<file path="config.mk">
export PLATFORM = sky130hd
export DESIGN_NAME = flash_host_ctrl
export DESIGN_NICKNAME = d
export VERILOG_FILES = /design/src/rtl/flash_host_pkg.sv /design/src/rtl/flash_host_ctrl.sv /design/src/rtl/flash_pin_sync.sv
export SDC_FILE = /design/constraint.sdc
export NUM_CORES = 1
export LEC_CHECK = 0
export BUFFER_PORTS_ARGS = -buffer_cell sky130_fd_sc_hd__buf_2
export CAP_MARGIN = 0
export CELL_PAD_IN_SITES_DETAIL_PLACEMENT = 0
export CELL_PAD_IN_SITES_GLOBAL_PLACEMENT = 1
export CORE_UTILIZATION = 40
export DETAILED_ROUTE_END_ITERATION = 7
export PLACE_DENSITY = 0.79
export SETUP_SLACK_MARGIN = 0.05
export SLEW_MARGIN = 10
export SYNTH_ARGS = -nofsm -noshare
export SYNTH_HDL_FRONTEND = slang
export SYNTH_SLANG_ARGS = --single-unit
</file>
<file path="constraint.sdc">
create_clock -name core_clk_i -period 2.28 [get_ports core_clk_i]
set_input_delay 0.114 -clock core_clk_i [delete_from_list [all_inputs] [get_ports core_clk_i]]
set_output_delay 0.114 -clock core_clk_i [all_outputs]
set_load 0.01 [all_outputs]
</file>
<file path="src/rtl/flash_host_pkg.sv">
// Constants shared by the host-side controller of a 16-bit boot-block flash.
// Assumes a 250 MHz core clock and a flash wired to the pins of flash_host_ctrl.
// Function
// - Host reads with select and gate low, strobe high, reset high.
// - Host holds reset low at least the minimum pulse width.
// - Host waits the wake-to-write delay before a new command.
// - Erase and program need a setup cycle then a confirm cycle; program here sends the data word as its second cycle.
// - Host never drives gate and strobe low together.
`default_nettype none
package flash_host_pkg;
   // ****************************************
   // Timing
   // ****************************************
   localparam int CLK_PERIOD_PS   = 4000;
   localparam int RESET_PULSE_NS  = 100;
   localparam int RESET_PULSE_CYC = (RESET_PULSE_NS * 1000 + CLK_PERIOD_PS - 1) / CLK_PERIOD_PS;
   localparam int WAKE_OUT_NS     = 150;
   localparam int WAKE_OUT_CYC    = (WAKE_OUT_NS * 1000 + CLK_PERIOD_PS - 1) / CLK_PERIOD_PS;
   localparam int WAKE_WRITE_NS   = 1000;
   localparam int WAKE_WRITE_CYC  = (WAKE_WRITE_NS * 1000 + CLK_PERIOD_PS - 1) / CLK_PERIOD_PS;
   localparam int ACCESS_NS       = 120;
   localparam int ACCESS_CYC      = (ACCESS_NS * 1000 + CLK_PERIOD_PS - 1) / CLK_PERIOD_PS;
   localparam int STROBE_NS       = 60;
   localparam int STROBE_CYC      = (STROBE_NS * 1000 + CLK_PERIOD_PS - 1) / CLK_PERIOD_PS;
   localparam int RECOVER_CYC     = 2;
   localparam int CNT_W           = 10;
   // ****************************************
   // Command codes and map
   // ****************************************
   localparam logic [15:0] CMD_READ_ARRAY   = 16'h00FF;
   localparam logic [15:0] CMD_READ_ID      = 16'h0090;
   localparam logic [15:0] CMD_READ_STATUS  = 16'h0070;
   localparam logic [15:0] CMD_CLEAR_STATUS = 16'h0050;
   localparam logic [15:0] CMD_ERASE_SETUP  = 16'h0020;
   localparam logic [15:0] CMD_CONFIRM      = 16'h00D0;
   localparam logic [15:0] CMD_PROG_SETUP   = 16'h0040;
   localparam logic [15:0] CMD_PROG_SETUP2  = 16'h0010;
   localparam logic [15:0] CMD_SUSPEND      = 16'h00B0;
   localparam logic [15:0] STATUS_READY     = 16'h0080;
   localparam logic [18:0] BOOT_BASE        = 19'h7E000;
   localparam logic [18:0] PARAM_BASE       = 19'h78000;
   localparam logic [2:0]  OP_READ          = 3'h0;
   localparam logic [2:0]  OP_CMD           = 3'h1;
   localparam logic [2:0]  OP_ERASE         = 3'h2;
   localparam logic [2:0]  OP_PROGRAM       = 3'h3;
   localparam logic [2:0]  OP_POWERDOWN     = 3'h4;
   localparam logic [2:0]  OP_WAKE          = 3'h5;
endpackage
`default_nettype wire

</file>
<file path="src/rtl/flash_host_ctrl.sv">
// Host-side bus controller that drives a 16-bit asynchronous boot-block flash.
// Assumes one request at a time on the user port; the flash sits on the pins.
`default_nettype none
module flash_host_ctrl #(
   parameter int ADDR_W = 19,
   parameter int DATA_W = 16
) (
   input  wire logic              core_clk_i,
   input  wire logic              resetn_i,
   input  wire logic              req_valid_i,
   input  wire logic [2:0]        req_op_i,
   input  wire logic [ADDR_W-1:0] req_addr_i,
   input  wire logic [DATA_W-1:0] req_data_i,
   input  wire logic              boot_unlock_i,
   output logic                   req_ready_o,
   output logic                   rsp_valid_o,
   output logic [DATA_W-1:0]      rsp_data_o,
   output logic                   rsp_refused_o,
   output logic                   chip_select_n_o,
   output logic                   output_gate_n_o,
   output logic                   write_strobe_n_o,
   output logic                   reset_powerdown_n_o,
   output logic                   boot_lock_n_o,
   output logic [ADDR_W-1:0]      addr_o,
   output logic [DATA_W-1:0]      data_lines_o,
   output logic                   data_lines_oe_o,
   input  wire logic [DATA_W-1:0] data_lines_i
);
   typedef enum logic [3:0] {
      ST_RESET, ST_WAKE, ST_IDLE, ST_READ, ST_WSETUP, ST_WSTROBE, ST_WHOLD,
      ST_RECOVER, ST_PDOWN, ST_ASLEEP
   } state_t;

   state_t                         state;
   logic [flash_host_pkg::CNT_W-1:0] count;
   logic                           second_pending;
   logic [ADDR_W-1:0]              hold_addr;
   logic [DATA_W-1:0]              second_data;
   logic [DATA_W-1:0]              read_data;
   logic                           wake_read_ok;

   // ****************************************
   // Pin input synchroniser
   // ****************************************
   flash_pin_sync #(.WIDTH(DATA_W)) u_sync (
      .core_clk_i (core_clk_i),
      .resetn_i   (resetn_i),
      .async_i    (data_lines_i),
      .stable_o   (read_data)
   );

   // Commands outside the defined set are refused at the port.
   function automatic logic cmd_defined(input logic [DATA_W-1:0] c);
      return c == flash_host_pkg::CMD_READ_ARRAY || c == flash_host_pkg::CMD_READ_ID ||
             c == flash_host_pkg::CMD_READ_STATUS || c == flash_host_pkg::CMD_CLEAR_STATUS ||
             c == flash_host_pkg::CMD_SUSPEND || c == flash_host_pkg::CMD_CONFIRM;
   endfunction

   // Boot-block writes without unlock are refused early so no cycle is wasted.
   function automatic logic in_boot(input logic [ADDR_W-1:0] a);
      return a >= flash_host_pkg::BOOT_BASE;
   endfunction

   // ****************************************
   // Sequencer
   // ****************************************
   // One pin phase per state; the counter times each multi-cycle phase in whole cycles.
   always_ff @(posedge core_clk_i or negedge resetn_i) begin
      if (!resetn_i) begin
         state          <= ST_RESET;
         count          <= '0;
         second_pending <= 1'b0;
         hold_addr      <= '0;
         second_data    <= '0;
         wake_read_ok   <= 1'b0;
      end else begin
         unique case (state)
            ST_RESET: begin
               // Reset pin stays low long enough to reach deep power-down.
               if (count == flash_host_pkg::CNT_W'(flash_host_pkg::RESET_PULSE_CYC - 1)) begin
                  state <= ST_WAKE;
                  count <= '0;
               end else begin
                  count <= count + 1'b1;
               end
            end
            ST_WAKE: begin
               // No command before the wake-to-write delay has passed.
               if (count == flash_host_pkg::CNT_W'(flash_host_pkg::WAKE_OUT_CYC - 1)) begin
                  wake_read_ok <= 1'b1;
               end
               if (count == flash_host_pkg::CNT_W'(flash_host_pkg::WAKE_WRITE_CYC - 1)) begin
                  state <= ST_IDLE;
                  count <= '0;
               end else begin
                  count <= count + 1'b1;
               end
            end
            ST_IDLE: begin
               count <= '0;
               if (req_valid_i) begin
                  hold_addr      <= req_addr_i;
                  second_pending <= 1'b0;
                  unique case (req_op_i)
                     flash_host_pkg::OP_READ: state <= ST_READ;
                     flash_host_pkg::OP_CMD: begin
                        if (cmd_defined(req_data_i)) state <= ST_WSETUP;
                     end
                     flash_host_pkg::OP_ERASE, flash_host_pkg::OP_PROGRAM: begin
                        if (!in_boot(req_addr_i) || boot_unlock_i) begin
                           state          <= ST_WSETUP;
                           second_pending <= 1'b1;
                           second_data    <= (req_op_i == flash_host_pkg::OP_ERASE)
                                             ? flash_host_pkg::CMD_CONFIRM : req_data_i;
                        end
                     end
                     flash_host_pkg::OP_POWERDOWN: state <= ST_PDOWN;
                     default: ;
                  endcase
               end
            end
            ST_READ: begin
               // Wait access time plus synchroniser latency before sampling.
               if (count == flash_host_pkg::CNT_W'(flash_host_pkg::ACCESS_CYC + 3)) begin
                  state <= ST_RECOVER;
                  count <= '0;
               end else begin
                  count <= count + 1'b1;
               end
            end
            ST_WSETUP: begin
               state <= ST_WSTROBE;
               count <= '0;
            end
            ST_WSTROBE: begin
               if (count == flash_host_pkg::CNT_W'(flash_host_pkg::STROBE_CYC - 1)) begin
                  state <= ST_WHOLD;
                  count <= '0;
               end else begin
                  count <= count + 1'b1;
               end
            end
            ST_WHOLD: begin
               // Data stays driven one cycle after the strobe rises.
               if (second_pending) begin
                  second_pending <= 1'b0;
                  state          <= ST_WSETUP;
               end else begin
                  state <= ST_RECOVER;
               end
            end
            ST_RECOVER: begin
               if (count == flash_host_pkg::CNT_W'(flash_host_pkg::RECOVER_CYC - 1)) begin
                  state <= ST_IDLE;
                  count <= '0;
               end else begin
                  count <= count + 1'b1;
               end
            end
            ST_PDOWN: begin
               if (count == flash_host_pkg::CNT_W'(flash_host_pkg::RESET_PULSE_CYC - 1)) begin
                  state <= ST_ASLEEP;
               end else begin
                  count <= count + 1'b1;
               end
            end
            ST_ASLEEP: begin
               count <= '0;
               if (req_valid_i && req_op_i == flash_host_pkg::OP_WAKE) begin
                  state        <= ST_WAKE;
                  wake_read_ok <= 1'b0;
               end
            end
            default: state <= ST_RESET;
         endcase
      end
   end

   // ****************************************
   // Pin drivers
   // ****************************************
   // Gate and strobe are never low together; no state drives both of them low.
   always_ff @(posedge core_clk_i or negedge resetn_i) begin
      if (!resetn_i) begin
         chip_select_n_o     <= 1'b1;
         output_gate_n_o     <= 1'b1;
         write_strobe_n_o    <= 1'b1;
         reset_powerdown_n_o <= 1'b0;
         data_lines_oe_o     <= 1'b0;
         addr_o              <= '0;
         data_lines_o        <= '0;
      end else begin
         chip_select_n_o     <= !(state == ST_READ || state == ST_WSETUP ||
                                  state == ST_WSTROBE || state == ST_WHOLD);
         output_gate_n_o     <= (state != ST_READ);
         write_strobe_n_o    <= (state != ST_WSTROBE);
         reset_powerdown_n_o <= !(state == ST_RESET || state == ST_PDOWN ||
                                  state == ST_ASLEEP);
         data_lines_oe_o     <= (state == ST_WSETUP || state == ST_WSTROBE ||
                                 state == ST_WHOLD);
         addr_o              <= hold_addr;
         if (state == ST_IDLE && req_valid_i) begin
            data_lines_o <= (req_op_i == flash_host_pkg::OP_ERASE)
                            ? flash_host_pkg::CMD_ERASE_SETUP
                            : (req_op_i == flash_host_pkg::OP_PROGRAM)
                            ? flash_host_pkg::CMD_PROG_SETUP : req_data_i;
         end else if (state == ST_WSETUP && data_lines_oe_o) begin
            // Second word changes a cycle after the strobe rose, never on that edge.
            data_lines_o <= second_data;
         end
      end
   end

   // ****************************************
   // User answers
   // ****************************************
   // Refusals in ST_IDLE answer at once; in ST_ASLEEP any request other than a wake gets no answer at all.
   always_ff @(posedge core_clk_i or negedge resetn_i) begin
      if (!resetn_i) begin
         req_ready_o   <= 1'b0;
         rsp_valid_o   <= 1'b0;
         rsp_refused_o <= 1'b0;
         rsp_data_o    <= '0;
      end else begin
         req_ready_o   <= 1'b0;
         rsp_valid_o   <= 1'b0;
         rsp_refused_o <= 1'b0;
         if (state == ST_IDLE && req_valid_i) begin
            if ((req_op_i == flash_host_pkg::OP_CMD && !cmd_defined(req_data_i)) ||
                ((req_op_i == flash_host_pkg::OP_ERASE ||
                  req_op_i == flash_host_pkg::OP_PROGRAM) &&
                 in_boot(req_addr_i) && !boot_unlock_i) ||
                req_op_i == flash_host_pkg::OP_WAKE || req_op_i > flash_host_pkg::OP_WAKE) begin
               rsp_valid_o   <= 1'b1;
               rsp_refused_o <= 1'b1;
            end
         end else if (state == ST_READ &&
                      count == flash_host_pkg::CNT_W'(flash_host_pkg::ACCESS_CYC + 3)) begin
            rsp_valid_o <= wake_read_ok;
            rsp_data_o  <= read_data;
         end else if (state == ST_WHOLD && !second_pending) begin
            rsp_valid_o <= 1'b1;
         end else if (state == ST_PDOWN &&
                      count == flash_host_pkg::CNT_W'(flash_host_pkg::RESET_PULSE_CYC - 1)) begin
            rsp_valid_o <= 1'b1;
         end else if (state == ST_WAKE &&
                      count == flash_host_pkg::CNT_W'(flash_host_pkg::WAKE_WRITE_CYC - 1)) begin
            rsp_valid_o <= 1'b1;
         end
         req_ready_o <= (state == ST_IDLE && !req_valid_i) || (state == ST_ASLEEP && !req_valid_i);
      end
   end

   // Boot blocks stay locked unless the user unlocks them.
   always_ff @(posedge core_clk_i or negedge resetn_i) begin
      if (!resetn_i) begin
         boot_lock_n_o <= 1'b0;
      end else begin
         boot_lock_n_o <= boot_unlock_i;
      end
   end
endmodule
`default_nettype wire

</file>
<file path="src/rtl/flash_pin_sync.sv">
// Three-stage synchroniser for pin inputs from the flash.
// Assumes the input is asynchronous to core_clk_i.
`default_nettype none
module flash_pin_sync #(
   parameter int WIDTH = 16
) (
   input  wire logic             core_clk_i,
   input  wire logic             resetn_i,
   input  wire logic [WIDTH-1:0] async_i,
   output logic      [WIDTH-1:0] stable_o
);
   logic [WIDTH-1:0] stage1;
   logic [WIDTH-1:0] stage2;
   logic [WIDTH-1:0] stage3;

   // Stage one feeds only stage two; a change counts when two and three agree.
   always_ff @(posedge core_clk_i or negedge resetn_i) begin
      if (!resetn_i) begin
         stage1   <= '0;
         stage2   <= '0;
         stage3   <= '0;
         stable_o <= '0;
      end else begin
         stage1 <= async_i;
         stage2 <= stage1;
         stage3 <= stage2;
         for (int i = 0; i < WIDTH; i++) begin
            if (stage2[i] == stage3[i]) begin
               stable_o[i] <= stage3[i];
            end
         end
      end
   end
endmodule
`default_nettype wire

</file>
Word level (Yosys, flattened, before mapping)
Cells that the tools add are included.

storage, ports and cells
  output and inout port bits = 60
  word-level logic and storage cells = 189
  bits of input ports = 58
  bits in registers = 175

cells by class
  reductions and logical operators = 52
  order comparisons = 2
  equality and inequality tests = 57
  mux-type cells = 39
  bitwise gates (word level) = 1
  $add $sub $neg = 1

operator list
  kind                     count
  $mux W16                 5
  $pmux W10 S7             1
  $eq A16 B8 Y1 const B    4
  $mux W10                 6
  $mux W4                  10
  $pmux W4 S10             1
  $eq A16 B7 Y1 const B    2
  $eq A10 B6 Y1 const B    2
  $ge A19 B19 Y1 const B   1
  $logic_or A1 B1 Y1       18
  $eq A1 B1 Y1             16
  $eq A4 B3 Y1 const B     4
  $pmux W4 S4              1
  $logic_and A1 B1 Y1      12
  $mux W1                  12
  $ne A2 B2 Y1 const B     6
  $reduce_and A11 Y1       1
  $add A10 B1 Y10 const B  1
  $eq A10 B1 Y1 const B    1
  $eq A10 B4 Y1 const B    1
  $eq A10 B5 Y1 const B    1
  $eq A10 B8 Y1 const B    1
  $eq A4 B2 Y1 const B     2
  $eq A4 B4 Y1 const B     2
  24 further kinds         41

Longest topological paths before layout
  depth in word-level cells = 13
  depth in mapped cells = 8
  mapped depth without buffers = 7

By module
From an unflattened synthesis, not the netlist that was laid out.

second synthesis, totals
  cell total of the unflattened synthesis = 586
  area total of the unflattened synthesis = 6578.8 sq um

by module, submodules not included
  module           sequential area each (sq um)  area each (sq um)  times used  cells each
  flash_host_ctrl  2781.4                        4797.1             1           506
  flash_pin_sync   1601.5                        1781.7             1           80

Worst setup path before layout
No wires, ideal clock.

  path type = register to register
  from = reg count[1] (netlist bit)
  to = reg count[2] (netlist bit)
  data arrival time = 1998 ps
  period minus slack after synthesis = 2142 ps
  data required time = 2136 ps
  path slack = 138 ps
  path buffers = 0
  setup time = 144 ps
  cell stages (with the launch flop) = 8
  cells stage by stage = dfrtp_1 > inv_1 > ha_1 > and4bb_2 > o211ai_2 > a311o_1 > nor4_4 > nor3_2

between the ends
  cells in the longest elaborated chain, start to end = 3
  elaborated cells between the ends (all ways) = 15
  those cells by class = add/sub: 1; eq/ne: 6; mux: 7; reduce/logical: 1

ends and longest elaborated chain
  what                                               RTL line                RTL
  from (decl)                                        flash_host_ctrl.sv:35   logic [flash_host_pkg::CNT_W-1:0] count;
  from (signal assigned)                             flash_host_ctrl.sv:84   count <= count + 1'b1;
  from (signal assigned)                             flash_host_ctrl.sv:96   count <= count + 1'b1;
  from (signal assigned)                             flash_host_ctrl.sv:128  count <= count + 1'b1;
  $add A10 B1 Y10, or another cell as far along      n/a
  $mux W10, or another cell as far along             flash_host_ctrl.sv:161  if (count == flash_host_pkg::CNT_W'(flash_host_pkg::RESET_PULSE_CYC - 1)) begin
  $pmux W10 S7 or $reduce_and A2 Y1 (tied branches)  n/a

Parallel ways exist; a longest one is shown, timed or not. The select of a mux whose other input is x is not followed.
A chain may end at the register's enable or synchronous reset.

Worst setup path in the final report
  from = reg count[6] (netlist bit)
  to = reg count[2] (netlist bit)

between the ends
  cells in the longest elaborated chain, start to end = 3
  elaborated cells between the ends (all ways) = 13
  those cells by class = eq/ne: 6; mux: 6; reduce/logical: 1

ends and longest elaborated chain
  what                                               RTL line                RTL
  $eq A10 B1 Y1, or another cell as far along        flash_host_ctrl.sv:153  if (count == flash_host_pkg::CNT_W'(flash_host_pkg::RECOVER_CYC - 1)) begin
  $mux W10, or another cell as far along             flash_host_ctrl.sv:153
  $pmux W10 S7 or $reduce_and A2 Y1 (tied branches)  n/a

Parallel ways exist; a longest one is shown, timed or not.

==> impl_metrics.csv <==
group,metric,value,unit
global_routing,grt_max_degree,73,
setup_path,slowest_stage,"or4_4",
die,die_w,132,um
clock_tree,htreeDepth,4,
setup_path,crit_fanout,9,
die,core_area,16600,sq um
setup_path,cp_data_arrival_time,2.43,ns
pwr,leakagePower,0.00424,uW
synthesis,yosysUniqueCellTypes,61,
finish,layout_commonest_cell,"dfrtp_1",
run_status,status,"finished, final reports clean",
clock_tree,clockBufferDepth,2,
placement,port_buffers,117,
synthesis,synth_area,6790,sq um
synthesis,synth_flop_cell,"dfrtp_1",
global_routing,antenna_found_initial,0,
detailed_routing,totalWireLength,14.8,mm
pwr,ir_worst_vdd,0.613,mV
timing,fin_skew,0.00977,ns
clock_tree,path_clk_slew,0.06,ns
finish,nets,818,
clock_tree,cts_root_buf,"clkbuf_16",
synthesis,synth_edf_count,0,
synthesis,async_flop_share,1.00,
placement,place.gp.congestion,0.871,
synthesis,synth_warnings,0,
placement,post-dp-hpwl,9.99,mm
finish,drive_gt1_frac,0.281,
setup_path,worstSetupEndpointType,"register",
die,initial_core_util,0.410,
clock_tree,insertion_delay,0.42,ns
clock_tree,cts_sinks,175,
global_routing,grtUsageTotal,0.182,
synthesis,synth_nets,637,
hold_path,min-delay-path-class,"in2reg",
finish,instances_no_fill,990,
global_routing,grt_pass1_vias,5087,
timing,setup_tns,0,ns
setup_path,reg2reg_slack,0.15,ns
setup_path,cp_slowest_stage_delay,0.58,ns
timing,timing.slew.headroom,0.560,
detailed_routing,dr.pass1.iters,4,
synthesis,seq_area_frac_synth,0.645,
detailed_routing,viasPerCell,4.94,
setup_path,critPathRequiredTime,2.58,ns
die,ios,118,
timing,finalMaxSlewViolations,0,
setup_path,crit_family,"simple AND/OR/NAND/NOR gates",
detailed_routing,vias,4886,
die,die_h,132,um
synthesis,syn_avg_cell_area,11.8,sq um
detailed_routing,wl_per_cell,15.0,um
finish,syn_to_final_growth,31.2,%
timing,fmax,0.470,GHz
synthesis,synthCells,575,
timing,tightestPinTransition,0.660,ns
setup_path,path_cells,"or4_4 -> o41ai_4 -> a21bo_4 -> buf_12 -> mux2i_1 -> nor3_2",
clock_tree,tritoncts,"done",
die,rows,47,
timing,finalSetupViolCount,0,
detailed_routing,drt_iter0_drc,159,
placement,placed_cells,902,
die,die-area,17500,sq um
timing,fin_crit,2.13,ns
flow_run,drv_cap,0,
detailed_routing,drc,0,
setup_path,critPathLaunchType,"register",
timing,fin_crit_sh,0.933,
setup_path,path_class,"reg2reg",
clock_tree,cts_made_buffers,17,
global_routing,grt_pass1_wl,25.1,mm
global_routing,grt_overflow,0,
setup_path,path_buf_inv,1,
pwr,power_density,1150,nW/um^2
detailed_routing,ant_nets,0,
timing,finalHoldViolCount,0,
timing,rsz0062_at_grt,"yes",
synthesis,synth-seq-cells,175,
finish,layout_common_cells,"170 x dfrtp_1, 116 x buf_2, 107 x nand2_1",
## flip-flops by register name, indices dropped and copies added, names as in the netlist, 4 cells and up
| name | count |
|---|---|
| state | 4 |
| count | 10 |
| addr_o | 19 |
| u_sync.stage3 | 16 |
| rsp_data_o | 16 |
| data_lines_o | 16 |
| u_sync.stable_o | 16 |
| u_sync.stage2 | 16 |
| hold_addr | 19 |
| u_sync.stage1 | 16 |
| second_data | 16 |
## routing by layer
metal / global-route usage / vias to the layer above / wire length, um
met3: 0.0473 / 12 / 753
met5: 0 / - / 0
met2: 0.297 / 123 / 7240
li1: - / 2340 / -
met4: 0.0517 / 0 / 138
met1: 0.239 / 2411 / 6710
## worst register-to-register path, stage by stage, from the launching register on
cell	delay [ns]
dfrtp_2	0.46
or4_4	0.59
o41ai_4	0.33
a21bo_4	0.22
buf_12	0.14
mux2i_1	0.22
nor3_2	0.06
## synthesized netlist by cell type, types with 5 or more instances
library cell	instances	share of area
dfrtp_1	172	0.63
nand2_1	107	0.059
a21oi_1	35	0.026
nor2_1	33	0.018
o21ai_0	25	0.018
clkbuf_1	19	0.011
and3_1	18	0.017
mux2_2	17	0.028
maj3_1	16	0.024
mux2i_1	10	0.015
buf_2	9	0.0066
nand3_1	9	0.0066
inv_1	8	0.0044
nor3_2	8	0.012
nor3_1	6	0.0044
and2_1	5	0.0046
## area by class of cell
class | instances | area (sq um)
Clock buffer | 21 | 450
Antenna cell | 1 | 2.50
Inverter | 8 | 30.0
Multi-Input combinational cell | 360 | 2260
Timing Repair Buffer | 194 | 1350
Tap cell | 220 | 275
Sequential cell | 175 | 4390
Fill cell | 1425 | 7670
Clock inverter | 11 | 158
## cells by family (layout without fill, tap and decap cells)
group | Yosys count | after routing | synth area share
simple gates | 222 | 222 | 0.169
flops | 175 | 175 | 0.645
compound gates | 89 | 89 | 0.0822
buf+inv | 40 | 234 | 0.0274
mux | 27 | 27 | 0.0429
fa+ha+maj | 20 | 20 | 0.0310
xor+xnor | 2 | 2 | 0.00258
other cells | 0 | 1 | 0
## worst paths after layout
check / startpoint / endpoint / cells past startpoint
worst max-delay path: count[6] / count[2] / 6
worst min-delay path: req_data_i[7] / second_data[7] / 3
worst max register to register: count[6] / count[2] / 6
worst min register to register: u_sync.stage1[11] / u_sync.stage2[11] / 0
max in group asynchronous: resetn_i / u_sync.stable_o[10] / 3
min in group asynchronous: resetn_i / rsp_data_o[5] / 2
## repair_timing
item                                    4_1_cts  5_1_grt
pin swaps                                     2        1
endpoints found under the setup margin        8       42
gates resized for setup                       1        5
endpoints found under the hold margin       119        0
hold buffers                                 52        0
buffers inserted                              3        0
## per-stage QoR
step | setup WS, ns | hold slack [ns] | utilization | total power (uW) | area [sq um]
final | 0.153 | 0.0426 | 0.537 | 10200 | 8910
after global routing | 0.0443 | 0.0227 | 0.537 | 10900 | 8910
after CTS | 0.107 | 0.0180 | 0.536 | 10300 | 8880
after detailed placement | -0.0381 | 0.164 | 0.464 | 7080 | 7700
after global placement | 0.0492 | 0.158 | 0.464 | 6970 | 7700
after floorplan | 0.138 | -0.182 | - | 6040 | 6790
## power by group
part           internal (uW)  switching [uW]
Clock                   1770            1180
Combinational           1300            1700
Sequential              3890             393
Total                   6950            3270
No activity file was read; power rests on OpenSTA's default activity.
